<file path="config.mk">
export PLATFORM = sky130hd
export DESIGN_NAME = irq_batch_read_monitors
export DESIGN_NICKNAME = d
export VERILOG_FILES = /design/src/hw/irq_monitor_pkg.sv /design/src/hw/irq_batch_read_monitors.sv
export VERILOG_INCLUDE_DIRS = /design/src /design/src/hw
export SDC_FILE = /design/constraint.sdc
export NUM_CORES = 1
export LEC_CHECK = 0
export BUFFER_PORTS_ARGS = -buffer_cell sky130_fd_sc_hd__buf_2
export CORE_MARGIN = 8
export CORE_UTILIZATION = 34
export DETAILED_ROUTE_END_ITERATION = 8
export PLACE_DENSITY = 0.76
export SLEW_MARGIN = 30
export SYNTH_ARGS = -nofsm -noshare
export SYNTH_HDL_FRONTEND = slang
export SYNTH_SLANG_ARGS = --single-unit
</file>
<file path="constraint.sdc">
create_clock -name ref_clk -period 1.31 [get_ports ref_clk]
set_input_delay 0.262 -clock ref_clk [delete_from_list [all_inputs] [get_ports ref_clk]]
set_output_delay 0.262 -clock ref_clk [all_outputs]
set_load 0.005 [all_outputs]
</file>
<file path="src/hw/irq_monitor_regs.svh">
// Offsets, field positions and reset values of the interrupt monitor registers.
// Assumes inclusion from the package or the top module; definitions only.
`ifndef IRQ_MONITOR_REGS_SVH
`define IRQ_MONITOR_REGS_SVH

// =====================================================================
// Register indices (byte address is four times the index)
`define MON_FIRST_INDEX 5
`define MON_LAST_INDEX 24
`define MON_VECTOR_OFFSET 16
`define MON_EXT_HI_INDEX 5
`define MON_QPC_TIMER_INDEX 6
`define MON_SERIAL_FIRST_INDEX 7
`define MON_SERIAL_LAST_INDEX 22
`define MON_PULSE_GEN_INDEX 23
`define MON_CLOCK_RTC_INDEX 24

// =====================================================================
// Field positions
`define EXT_HI_LSB 0
`define EXT_HI_WIDTH 24
`define CNT0_LSB 2
`define CNT1_LSB 8
`define CNT2_LSB 14
`define CNT_GROUP_WIDTH 6
`define TIMER_LSB 0
`define SER_RX_LO_BIT 0
`define SER_RX_HI_BIT 1
`define SER_TX_LO_BIT 0
`define SER_ST_LO_BIT 1
`define SER_TX_HI_BIT 2
`define SER_ST_HI_BIT 3
`define PULSE_GEN_WIDTH 9
`define RTC_BIT 5

// =====================================================================
// Reset value
`define MON_RESET_VALUE 32'h00000000

`endif

</file>
<file path="src/hw/irq_monitor_pkg.sv">
// Types shared by the interrupt monitor block.
// Assumes the register header sits beside it on the include path.
`default_nettype none

package irq_monitor_pkg;
    // =================================================================
    // Request line groups
    typedef struct packed {
        logic [23:0] ext_pin_request_bits;
        logic [5:0] counter2_request_bits;
        logic [5:0] counter1_request_bits;
        logic [5:0] counter0_request_bits;
        logic dual_timer_second_request;
        logic dual_timer_first_request;
        logic [15:0] serial_rx_request;
        logic [15:0] serial_tx_request;
        logic [15:0] serial_status_request;
        logic [8:0] pulse_gen_request_bits;
        logic rtc_request_bit;
        logic watch_counter_request;
        logic usb_pll_ready_request;
        logic main_pll_ready_request;
        logic sub_osc_ready_request;
        logic main_osc_ready_request;
    } irq_sources_s;

    // =================================================================
    // Per-channel routing to DMA for serial channels 0-7
    typedef struct packed {
        logic [7:0] serial_rx_to_dma;
        logic [7:0] serial_tx_to_dma;
    } dma_route_s;

    typedef enum logic [1:0] {
        BUS_IDLE = 2'b00,
        BUS_ANSWER = 2'b01
    } bus_state_e;

    typedef struct packed {
        bus_state_e state;
        logic waitrequest;
        logic readdatavalid;
        logic [31:0] readdata;
        logic [1:0] response;
    } mon_state_s;
endpackage

`default_nettype wire

</file>
<file path="src/hw/irq_batch_read_monitors.sv">
// Read-only batch monitors for interrupt factor vectors 21 to 40.
// Assumes request lines are levels synchronous to ref_clk.
//
// What this block does
// - Vector 21 shows external channels 8-31.
// - Unused upper monitor bits always read zero.
// - Bit reads one while source requests.
// - Register index plus sixteen gives vector.
// - Counter groups 2,1,0 at 19:14,13:8,7:2.
// - Counter group flag order fixed, high first.
// - Dual timer second bit1, first bit0.
// - Odd monitors: rx k+8 bit1, k bit0.
// - Even monitors: status/transmit k+8 then k.
// - DMA-routed serial channels 0-7 read zero.
// - Pulse generator channels on bits 8:0.
// - RTC request on bit 5 of vector 40.
// - Clock ready and watch requests bits 4:0.
`include "irq_monitor_regs.svh"
`default_nettype none

module irq_batch_read_monitors
    import irq_monitor_pkg::*;
(
    input wire logic ref_clk,
    input wire logic reset,
    input wire logic [6:0] avs_address,
    input wire logic avs_read,
    input wire logic avs_write,
    input wire logic [31:0] avs_writedata,
    input wire logic [3:0] avs_byteenable,
    output logic [31:0] avs_readdata,
    output logic avs_waitrequest,
    output logic avs_readdatavalid,
    output logic [1:0] avs_response,
    input wire irq_sources_s sources,
    input wire dma_route_s dma_route
);

    localparam logic [1:0] RESP_OKAY = 2'h0;
    localparam logic [1:0] RESP_DECODE_ERROR = 2'h3;

    // =================================================================
    // Word decode
    function automatic logic [31:0] monitor_word(input logic [4:0] index, input irq_sources_s src,
                                                input dma_route_s route);
        logic [31:0] word;
        logic [2:0] pair;
        logic [15:0] rx;
        logic [15:0] tx;
        logic [15:0] st;
        word = `MON_RESET_VALUE;
        pair = 3'h0;
        // DMA routing suppresses only the low eight channels
        rx = src.serial_rx_request & ~{8'h00, route.serial_rx_to_dma};
        tx = src.serial_tx_request & ~{8'h00, route.serial_tx_to_dma};
        st = src.serial_status_request & ~{8'h00, route.serial_tx_to_dma};
        case (index)
            5'(`MON_EXT_HI_INDEX):
            begin
                word[`EXT_HI_LSB +: `EXT_HI_WIDTH] = src.ext_pin_request_bits;
            end
            5'(`MON_QPC_TIMER_INDEX):
            begin
                word[`CNT2_LSB +: `CNT_GROUP_WIDTH] = src.counter2_request_bits;
                word[`CNT1_LSB +: `CNT_GROUP_WIDTH] = src.counter1_request_bits;
                word[`CNT0_LSB +: `CNT_GROUP_WIDTH] = src.counter0_request_bits;
                word[`TIMER_LSB + 1] = src.dual_timer_second_request;
                word[`TIMER_LSB] = src.dual_timer_first_request;
            end
            5'(`MON_PULSE_GEN_INDEX):
            begin
                word[`PULSE_GEN_WIDTH - 1:0] = src.pulse_gen_request_bits;
            end
            5'(`MON_CLOCK_RTC_INDEX):
            begin
                word[`RTC_BIT] = src.rtc_request_bit;
                word[4] = src.watch_counter_request;
                word[3] = src.usb_pll_ready_request;
                word[2] = src.main_pll_ready_request;
                word[1] = src.sub_osc_ready_request;
                word[0] = src.main_osc_ready_request;
            end
            default:
            begin
                if (index >= 5'(`MON_SERIAL_FIRST_INDEX) && index <= 5'(`MON_SERIAL_LAST_INDEX))
                begin
                    pair = 3'((index - 5'(`MON_SERIAL_FIRST_INDEX)) >> 1);
                    if (index[0])
                    begin
                        word[`SER_RX_HI_BIT] = rx[{1'b1, pair}];
                        word[`SER_RX_LO_BIT] = rx[{1'b0, pair}];
                    end
                    else
                    begin
                        word[`SER_ST_HI_BIT] = st[{1'b1, pair}];
                        word[`SER_TX_HI_BIT] = tx[{1'b1, pair}];
                        word[`SER_ST_LO_BIT] = st[{1'b0, pair}];
                        word[`SER_TX_LO_BIT] = tx[{1'b0, pair}];
                    end
                end
            end
        endcase
        return word;
    endfunction

    function automatic logic index_mapped(input logic [6:0] index);
        return index >= 7'(`MON_FIRST_INDEX) && index <= 7'(`MON_LAST_INDEX);
    endfunction

    // =================================================================
    // Avalon-MM slave: every access stalls one cycle, then answers
    mon_state_s cur;
    mon_state_s next_cur;

    always_comb
    begin
        next_cur = cur;
        next_cur.readdatavalid = 1'b0;
        case (cur.state)
            BUS_IDLE:
            begin
                next_cur.waitrequest = 1'b1;
                if (avs_read || avs_write)
                begin
                    next_cur.state = BUS_ANSWER;
                    next_cur.waitrequest = 1'b0;
                    next_cur.response = index_mapped(avs_address) ? RESP_OKAY : RESP_DECODE_ERROR;
                    // Sampled word is a snapshot; sources are never touched
                    if (avs_read && index_mapped(avs_address))
                    begin
                        next_cur.readdata = monitor_word(avs_address[4:0], sources, dma_route);
                    end
                    else
                    begin
                        next_cur.readdata = `MON_RESET_VALUE;
                    end
                    next_cur.readdatavalid = avs_read;
                end
            end
            BUS_ANSWER:
            begin
                next_cur.state = BUS_IDLE;
                next_cur.waitrequest = 1'b1;
            end
            default:
            begin
                next_cur.state = BUS_IDLE;
                next_cur.waitrequest = 1'b1;
            end
        endcase
    end

    always_ff @(posedge ref_clk or posedge reset)
    begin
        if (reset)
        begin
            cur <= '{state: BUS_IDLE, waitrequest: 1'b1, readdatavalid: 1'b0,
                     readdata: `MON_RESET_VALUE, response: RESP_OKAY};
        end
        else
        begin
            cur <= next_cur;
        end
    end

    assign avs_readdata = cur.readdata;
    assign avs_waitrequest = cur.waitrequest;
    assign avs_readdatavalid = cur.readdatavalid;
    assign avs_response = cur.response;

    // Write data and byte enables are deliberately unused: all registers are read-only
    logic unused_inputs;
    assign unused_inputs = ^{avs_writedata, avs_byteenable};

endmodule

`default_nettype wire

</file>
# Word-level counts from Yosys, hierarchy flattened
# Cells that the tools add are included.
# word_totals
regBits	38
inputBits	170
out_inout_bits	36
elab_cells	53
# op_classes
n_addsub	1
n_lt_le_gt_ge	6
eq_ne	5
mux	25
n_bitwise	5
reduce_logical	6
# op_table
operator	n
$and 16x16->16	3
$mux 38	1
$mux 35	1
$not 8->16	2
$mux 24	1
$pmux 11 s2	1
$bmux 1 s3	6
$pmux 4 s4	1
$eq 5x3->1 const B	2
$eq 5x5->1 const B	2
$pmux 3 s3	1
$mux 4	2
$pmux 2 s4	1
$ge 7x3->1 const B	1
$le 7x5->1 const B	1
$mux 1	6
$mux 2	3
$ge 5x3->1 const B	1
$le 5x5->1 const B	1
$lt 3x5->1 const B	1
$lt 4x5->1 const B	1
$sub 4x3->4 const B	1
$logic_and 1x1->1	3
$mux 3	1
4 further kinds	4

# Logic depth before layout (Yosys ltp)
# logic_depth
word_depth	10
mapped_depth	10
ltp_nobuf	7

# Least setup slack after synthesis
# No wires, ideal clock.
# synth_timing
path_type	input to register
start	in avs_address[0]
end	reg cur, in the netlist avs_readdata[2]
t_arrival_ps	2132
required_time_ps	1184
path_slack_ps	-949
path_stages	8
path_cell_list	clkbuf_1 inv_1 ha_1 buf_4 mux4_2 mux2i_1 nor3_1 a221o_1
# synth_between
elab_chain_cells	7
word_cells_on_any_way	18
cone_classes	add/sub (1); order compare (4); eq/ne (4); mux (6); reduce/logical (3)
# synth_rtl
item	line_no	source
start: declaration	irq_batch_read_monitors.sv:26	input wire logic [6:0] avs_address,
$sub 4x3->4	irq_batch_read_monitors.sv:87	pair = 3'((index - 5'(`MON_SERIAL_FIRST_INDEX)) >> 1);
$bmux 1 s3	irq_batch_read_monitors.sv:96	word[`SER_TX_HI_BIT] = tx[{1'b1, pair}];
$mux 1 (implied by the code)	irq_batch_read_monitors.sv:96	
$mux 2	irq_batch_read_monitors.sv:88	if (index[0])
$mux 4	irq_batch_read_monitors.sv:85	if (index >= 5'(`MON_SERIAL_FIRST_INDEX) && index <= 5'(`MON_SERIAL_LAST_INDEX))
$pmux 4 s4	irq_batch_read_monitors.sv:57	case (index)
$mux 24 *	irq_batch_read_monitors.sv:129	if (avs_read && index_mapped(avs_address))
end signal: assignment	irq_batch_read_monitors.sv:157	cur <= '{state: BUS_IDLE, waitrequest: 1'b1, readdatavalid: 1'b0,
end signal: assignment	irq_batch_read_monitors.sv:162	cur <= next_cur;
end: declaration	irq_batch_read_monitors.sv:112	mon_state_s cur;
# Mark *: on every way between the ends. The rest lies on a longest branch, timed or not. The select of a mux whose other input is x is not followed.
# A chain may end at the register's enable or synchronous reset.

# Worst setup path in the final report
# layout_timing
start	in avs_address[0]
end	reg cur, in the netlist avs_readdata[3]
# layout_between
elab_chain_cells	7
word_cells_on_any_way	18
cone_classes	add/sub (1); order compare (4); eq/ne (4); mux (6); reduce/logical (3)
# layout_rtl
item	line_no	source
$sub 4x3->4	irq_batch_read_monitors.sv:87	
$bmux 1 s3	irq_batch_read_monitors.sv:95	word[`SER_ST_HI_BIT] = st[{1'b1, pair}];
$mux 1 (implied by the code)	irq_batch_read_monitors.sv:95	
$mux 2	irq_batch_read_monitors.sv:88	
$mux 4	irq_batch_read_monitors.sv:85	
$pmux 4 s4	irq_batch_read_monitors.sv:57	
$mux 24 *	irq_batch_read_monitors.sv:129	
# Marked as above.

==> impl_metrics.csv <==
group,metric,value,unit
layout,syn_to_final_growth,49.0,%
timing,period_needed,1.62,ns
timing,finalSetupTns,-3.09,ns
setup_path,end_kind,"register",
hold_path,worst_hold_path_type,"input port to asynchronous set/reset pin",
routing,wl,8.17,mm
power_and_ir_drop,p_leak,1.74,nW
synth,syn_area,0.00225,mm^2
setup_path,r2r_start,"cur[36]$_DFFE_PP0P_",
clock_tree,cts_made_buffers,3,
floorplanning,dieArea,0.00949,mm^2
synth,synth_cells,243,
clock_tree,cts_htree_levels,1,
layout,post-route-util,52.6,%
floorplanning,fp.dieH,97.4,um
setup_path,r2r_slack,0.04,ns
clock_tree,clkLatencyLatePin,0.27,ns
timing,min_period_over_period,124,%
synth,synth-seq-cells,28,
routing,vias,2427,
grt,grt_pass1_vias,2665,
clock_tree,clockRootBuffer,"clkbuf_8",
setup_path,reg2reg_depth,3,
grt,overflow,0,
timing,whs,0.0440,ns
clock_tree,cts_tree,"built",
routing,first_pass_iters,4,
synth,synth.top_cells.by_area,"dfrtp_1 30%, buf_4 12%, a22oi_1 6.0%",
clock_tree,cts.sinks,28,
placed_design,placed_cell_area,0.00310,mm^2
layout,final_area,0.00336,mm^2
power_and_ir_drop,powerDensity,648,mW/mm^2
timing,rsz0062_at_grt,"true",
setup_path,cp.required,1.46,ns
floorplanning,ioPinCount,206,
grt,antenna_found_initial,0,
clock_tree,clk_pin_slew,0.09,ns
timing,report.final.slew_viol_count,0,
routing,wl_per_cell,17.3,um
timing,max_freq,616,MHz
routing,via_per_inst,5.15,
floorplanning,die_w,97.4,um
synth,ys_seq_area_share,31.1,%
placed_design,gp_congestion,0.787,
synth,yosysWarnings,0,
layout,antennaDiodeCount,0,
setup_path,startpoint_type,"input port",
synth,synth_edf_count,0,
run_status,status,"finished with violations",
layout,final_cell_mix,"159 x buf_2, 31 x nand2_1, 27 x dfrtp_1",
routing,first_iter_violations,108,
job,cap_violations,0,
run_status,violations,"setup timing",
floorplanning,num_rows,29,
setup_path,arrival,1.78,ns
layout,layout_commonest_cell,"buf_2",
setup_path,worst_r2r_endpoint,"avs_readdata[3]$_DFFE_PP0P_",
synth,synth_largest_area_cell,"dfrtp_1",
synth,ys.flop_type,"dfrtp_1",
timing,finalSetupViolCount,24,
layout,fin_nets,569,
setup_path,crit_type,"input port to register",
synth,synth_top_area_share,30.0,%
layout,drive_gt1_share,63.5,%
setup_path,cp_max_fo,6,
routing,drcViolationCount,0,
timing,fin_skew,0.00131,ns
clock_tree,clockBufferDepth,2,
grt,grt.total_usage,16.0,%
floorplanning,core-area,0.00639,mm^2
floorplanning,start_util,35.3,%
timing,final-hold-violation-count,0,
grt,grt_pass1_wl,12.9,mm
routing,ant_nets,0,
placed_design,port_buffers,161,
power_and_ir_drop,peakVddDrop,0.000460,V
placed_design,dp_hpwl,6.77,mm
synth,async_flop_share,100,%
synth,synth_cell_types,44,
grt,grt_max_degree,29,
timing,timing.final.ws_setup,-0.313,ns
synth,avgSynthCellArea,9.28,um^2
## through the flow
stage / power [W] / setup slack, ns / std cells
5_1_grt: 0.00230 / -0.349 / 471
3_3_place_gp: 0.00158 / -0.680 / 461
4_1_cts: 0.00216 / -0.324 / 470
6_report: 0.00218 / -0.313 / 471
2_1_floorplan: 0.00131 / -0.564 / 250
3_5_place_dp: 0.00160 / -0.731 / 461
## what timing repair did
item,CTS,global route
setup buffers,5,1
endpoints found under the setup margin,24,24
hold buffers,0,0
pin swaps,10,16
cloned,0,0
gates resized for setup,23,18
## critical path, cell delays in order
cell and delay [ns]:
buf_12 0.10, inv_8 0.03, buf_6 0.11, ha_4 0.14
or3_4 0.38, a31oi_1 0.17, and3b_2 0.27, a221o_1 0.31
## flip-flops by register name, summed over array words and instances, names as in the netlist
| register | flops |
|---|---|
| cur | 1 |
| avs_response | 1 |
| avs_waitrequest | 1 |
| avs_readdatavalid | 1 |
| avs_readdata | 24 |
## synth_stat cells, types with 3 or more instances
| library cell | number |
|---|---|
| nor2_1 | 10 |
| buf_4 | 37 |
| ha_1 | 4 |
| dfrtp_1 | 27 |
| buf_2 | 5 |
| a211oi_1 | 7 |
| a22oi_1 | 18 |
| buf_6 | 4 |
| a222oi_1 | 6 |
| mux4_2 | 6 |
| clkbuf_1 | 5 |
| a32oi_1 | 4 |
| a21oi_1 | 4 |
| nor2b_1 | 5 |
| o31ai_1 | 3 |
| inv_1 | 9 |
| mux2i_1 | 3 |
| a22o_1 | 7 |
| o21ai_0 | 12 |
| a221oi_1 | 6 |
| nand2_1 | 31 |
## kinds of logic after synthesis
group | count (synthesis) | share of synthesized area, %
muxes | 9 | 7.33
DFF | 28 | 31.1
AOI/OAI and AO/OA | 75 | 25.5
other | 1 | 0.166
xor gates and xnor gates | 2 | 1.44
and+or+nand+nor | 64 | 14.5
buffers and inverters | 60 | 17.8
adders and majority gates | 4 | 2.22
## power breakdown
part / switching, W / internal, W / leakage [nW]
clock: 0.000257 / 0.000268 / 0.0288
sequential: 0.0000107 / 0.000888 / 0.382
combinational: 0.000345 / 0.000410 / 1.33
## worst max-delay path by stage
stage                         startpoint                           to  cells past startpoint
after detailed placement  avs_address[0]  avs_readdata[3]$_DFFE_PP0P_                      7
after global routing      avs_address[0]  avs_readdata[3]$_DFFE_PP0P_                      7
after global placement    avs_address[0]  avs_readdata[3]$_DFFE_PP0P_                      7
after floorplan           avs_address[0]  avs_readdata[2]$_DFFE_PP0P_                      8
after CTS                 avs_address[0]  avs_readdata[3]$_DFFE_PP0P_                      8
final                     avs_address[0]  avs_readdata[3]$_DFFE_PP0P_                      8
## area by class of cell
class                           instances  area [um^2]
Timing Repair Buffer                  191         1100
Tap cell                               77         96.3
Multi-Input combinational cell        162         1360
Sequential cell                        28          702
Fill cell                             608         3030
Clock buffer                            4         55.1
Inverter                                9         46.3
## per-layer routing
layer	wire [um]	global-route usage, %	share of wire, %	up-vias
li1	-	-	-	1165
met4	22	1.98	0.27	0
met5	0	0	0	-
met3	713	4.69	8.7	2
met2	4140	29.0	51	114
met1	3280	18.4	40	1146
No activity file was read; power rests on OpenSTA's default activity.
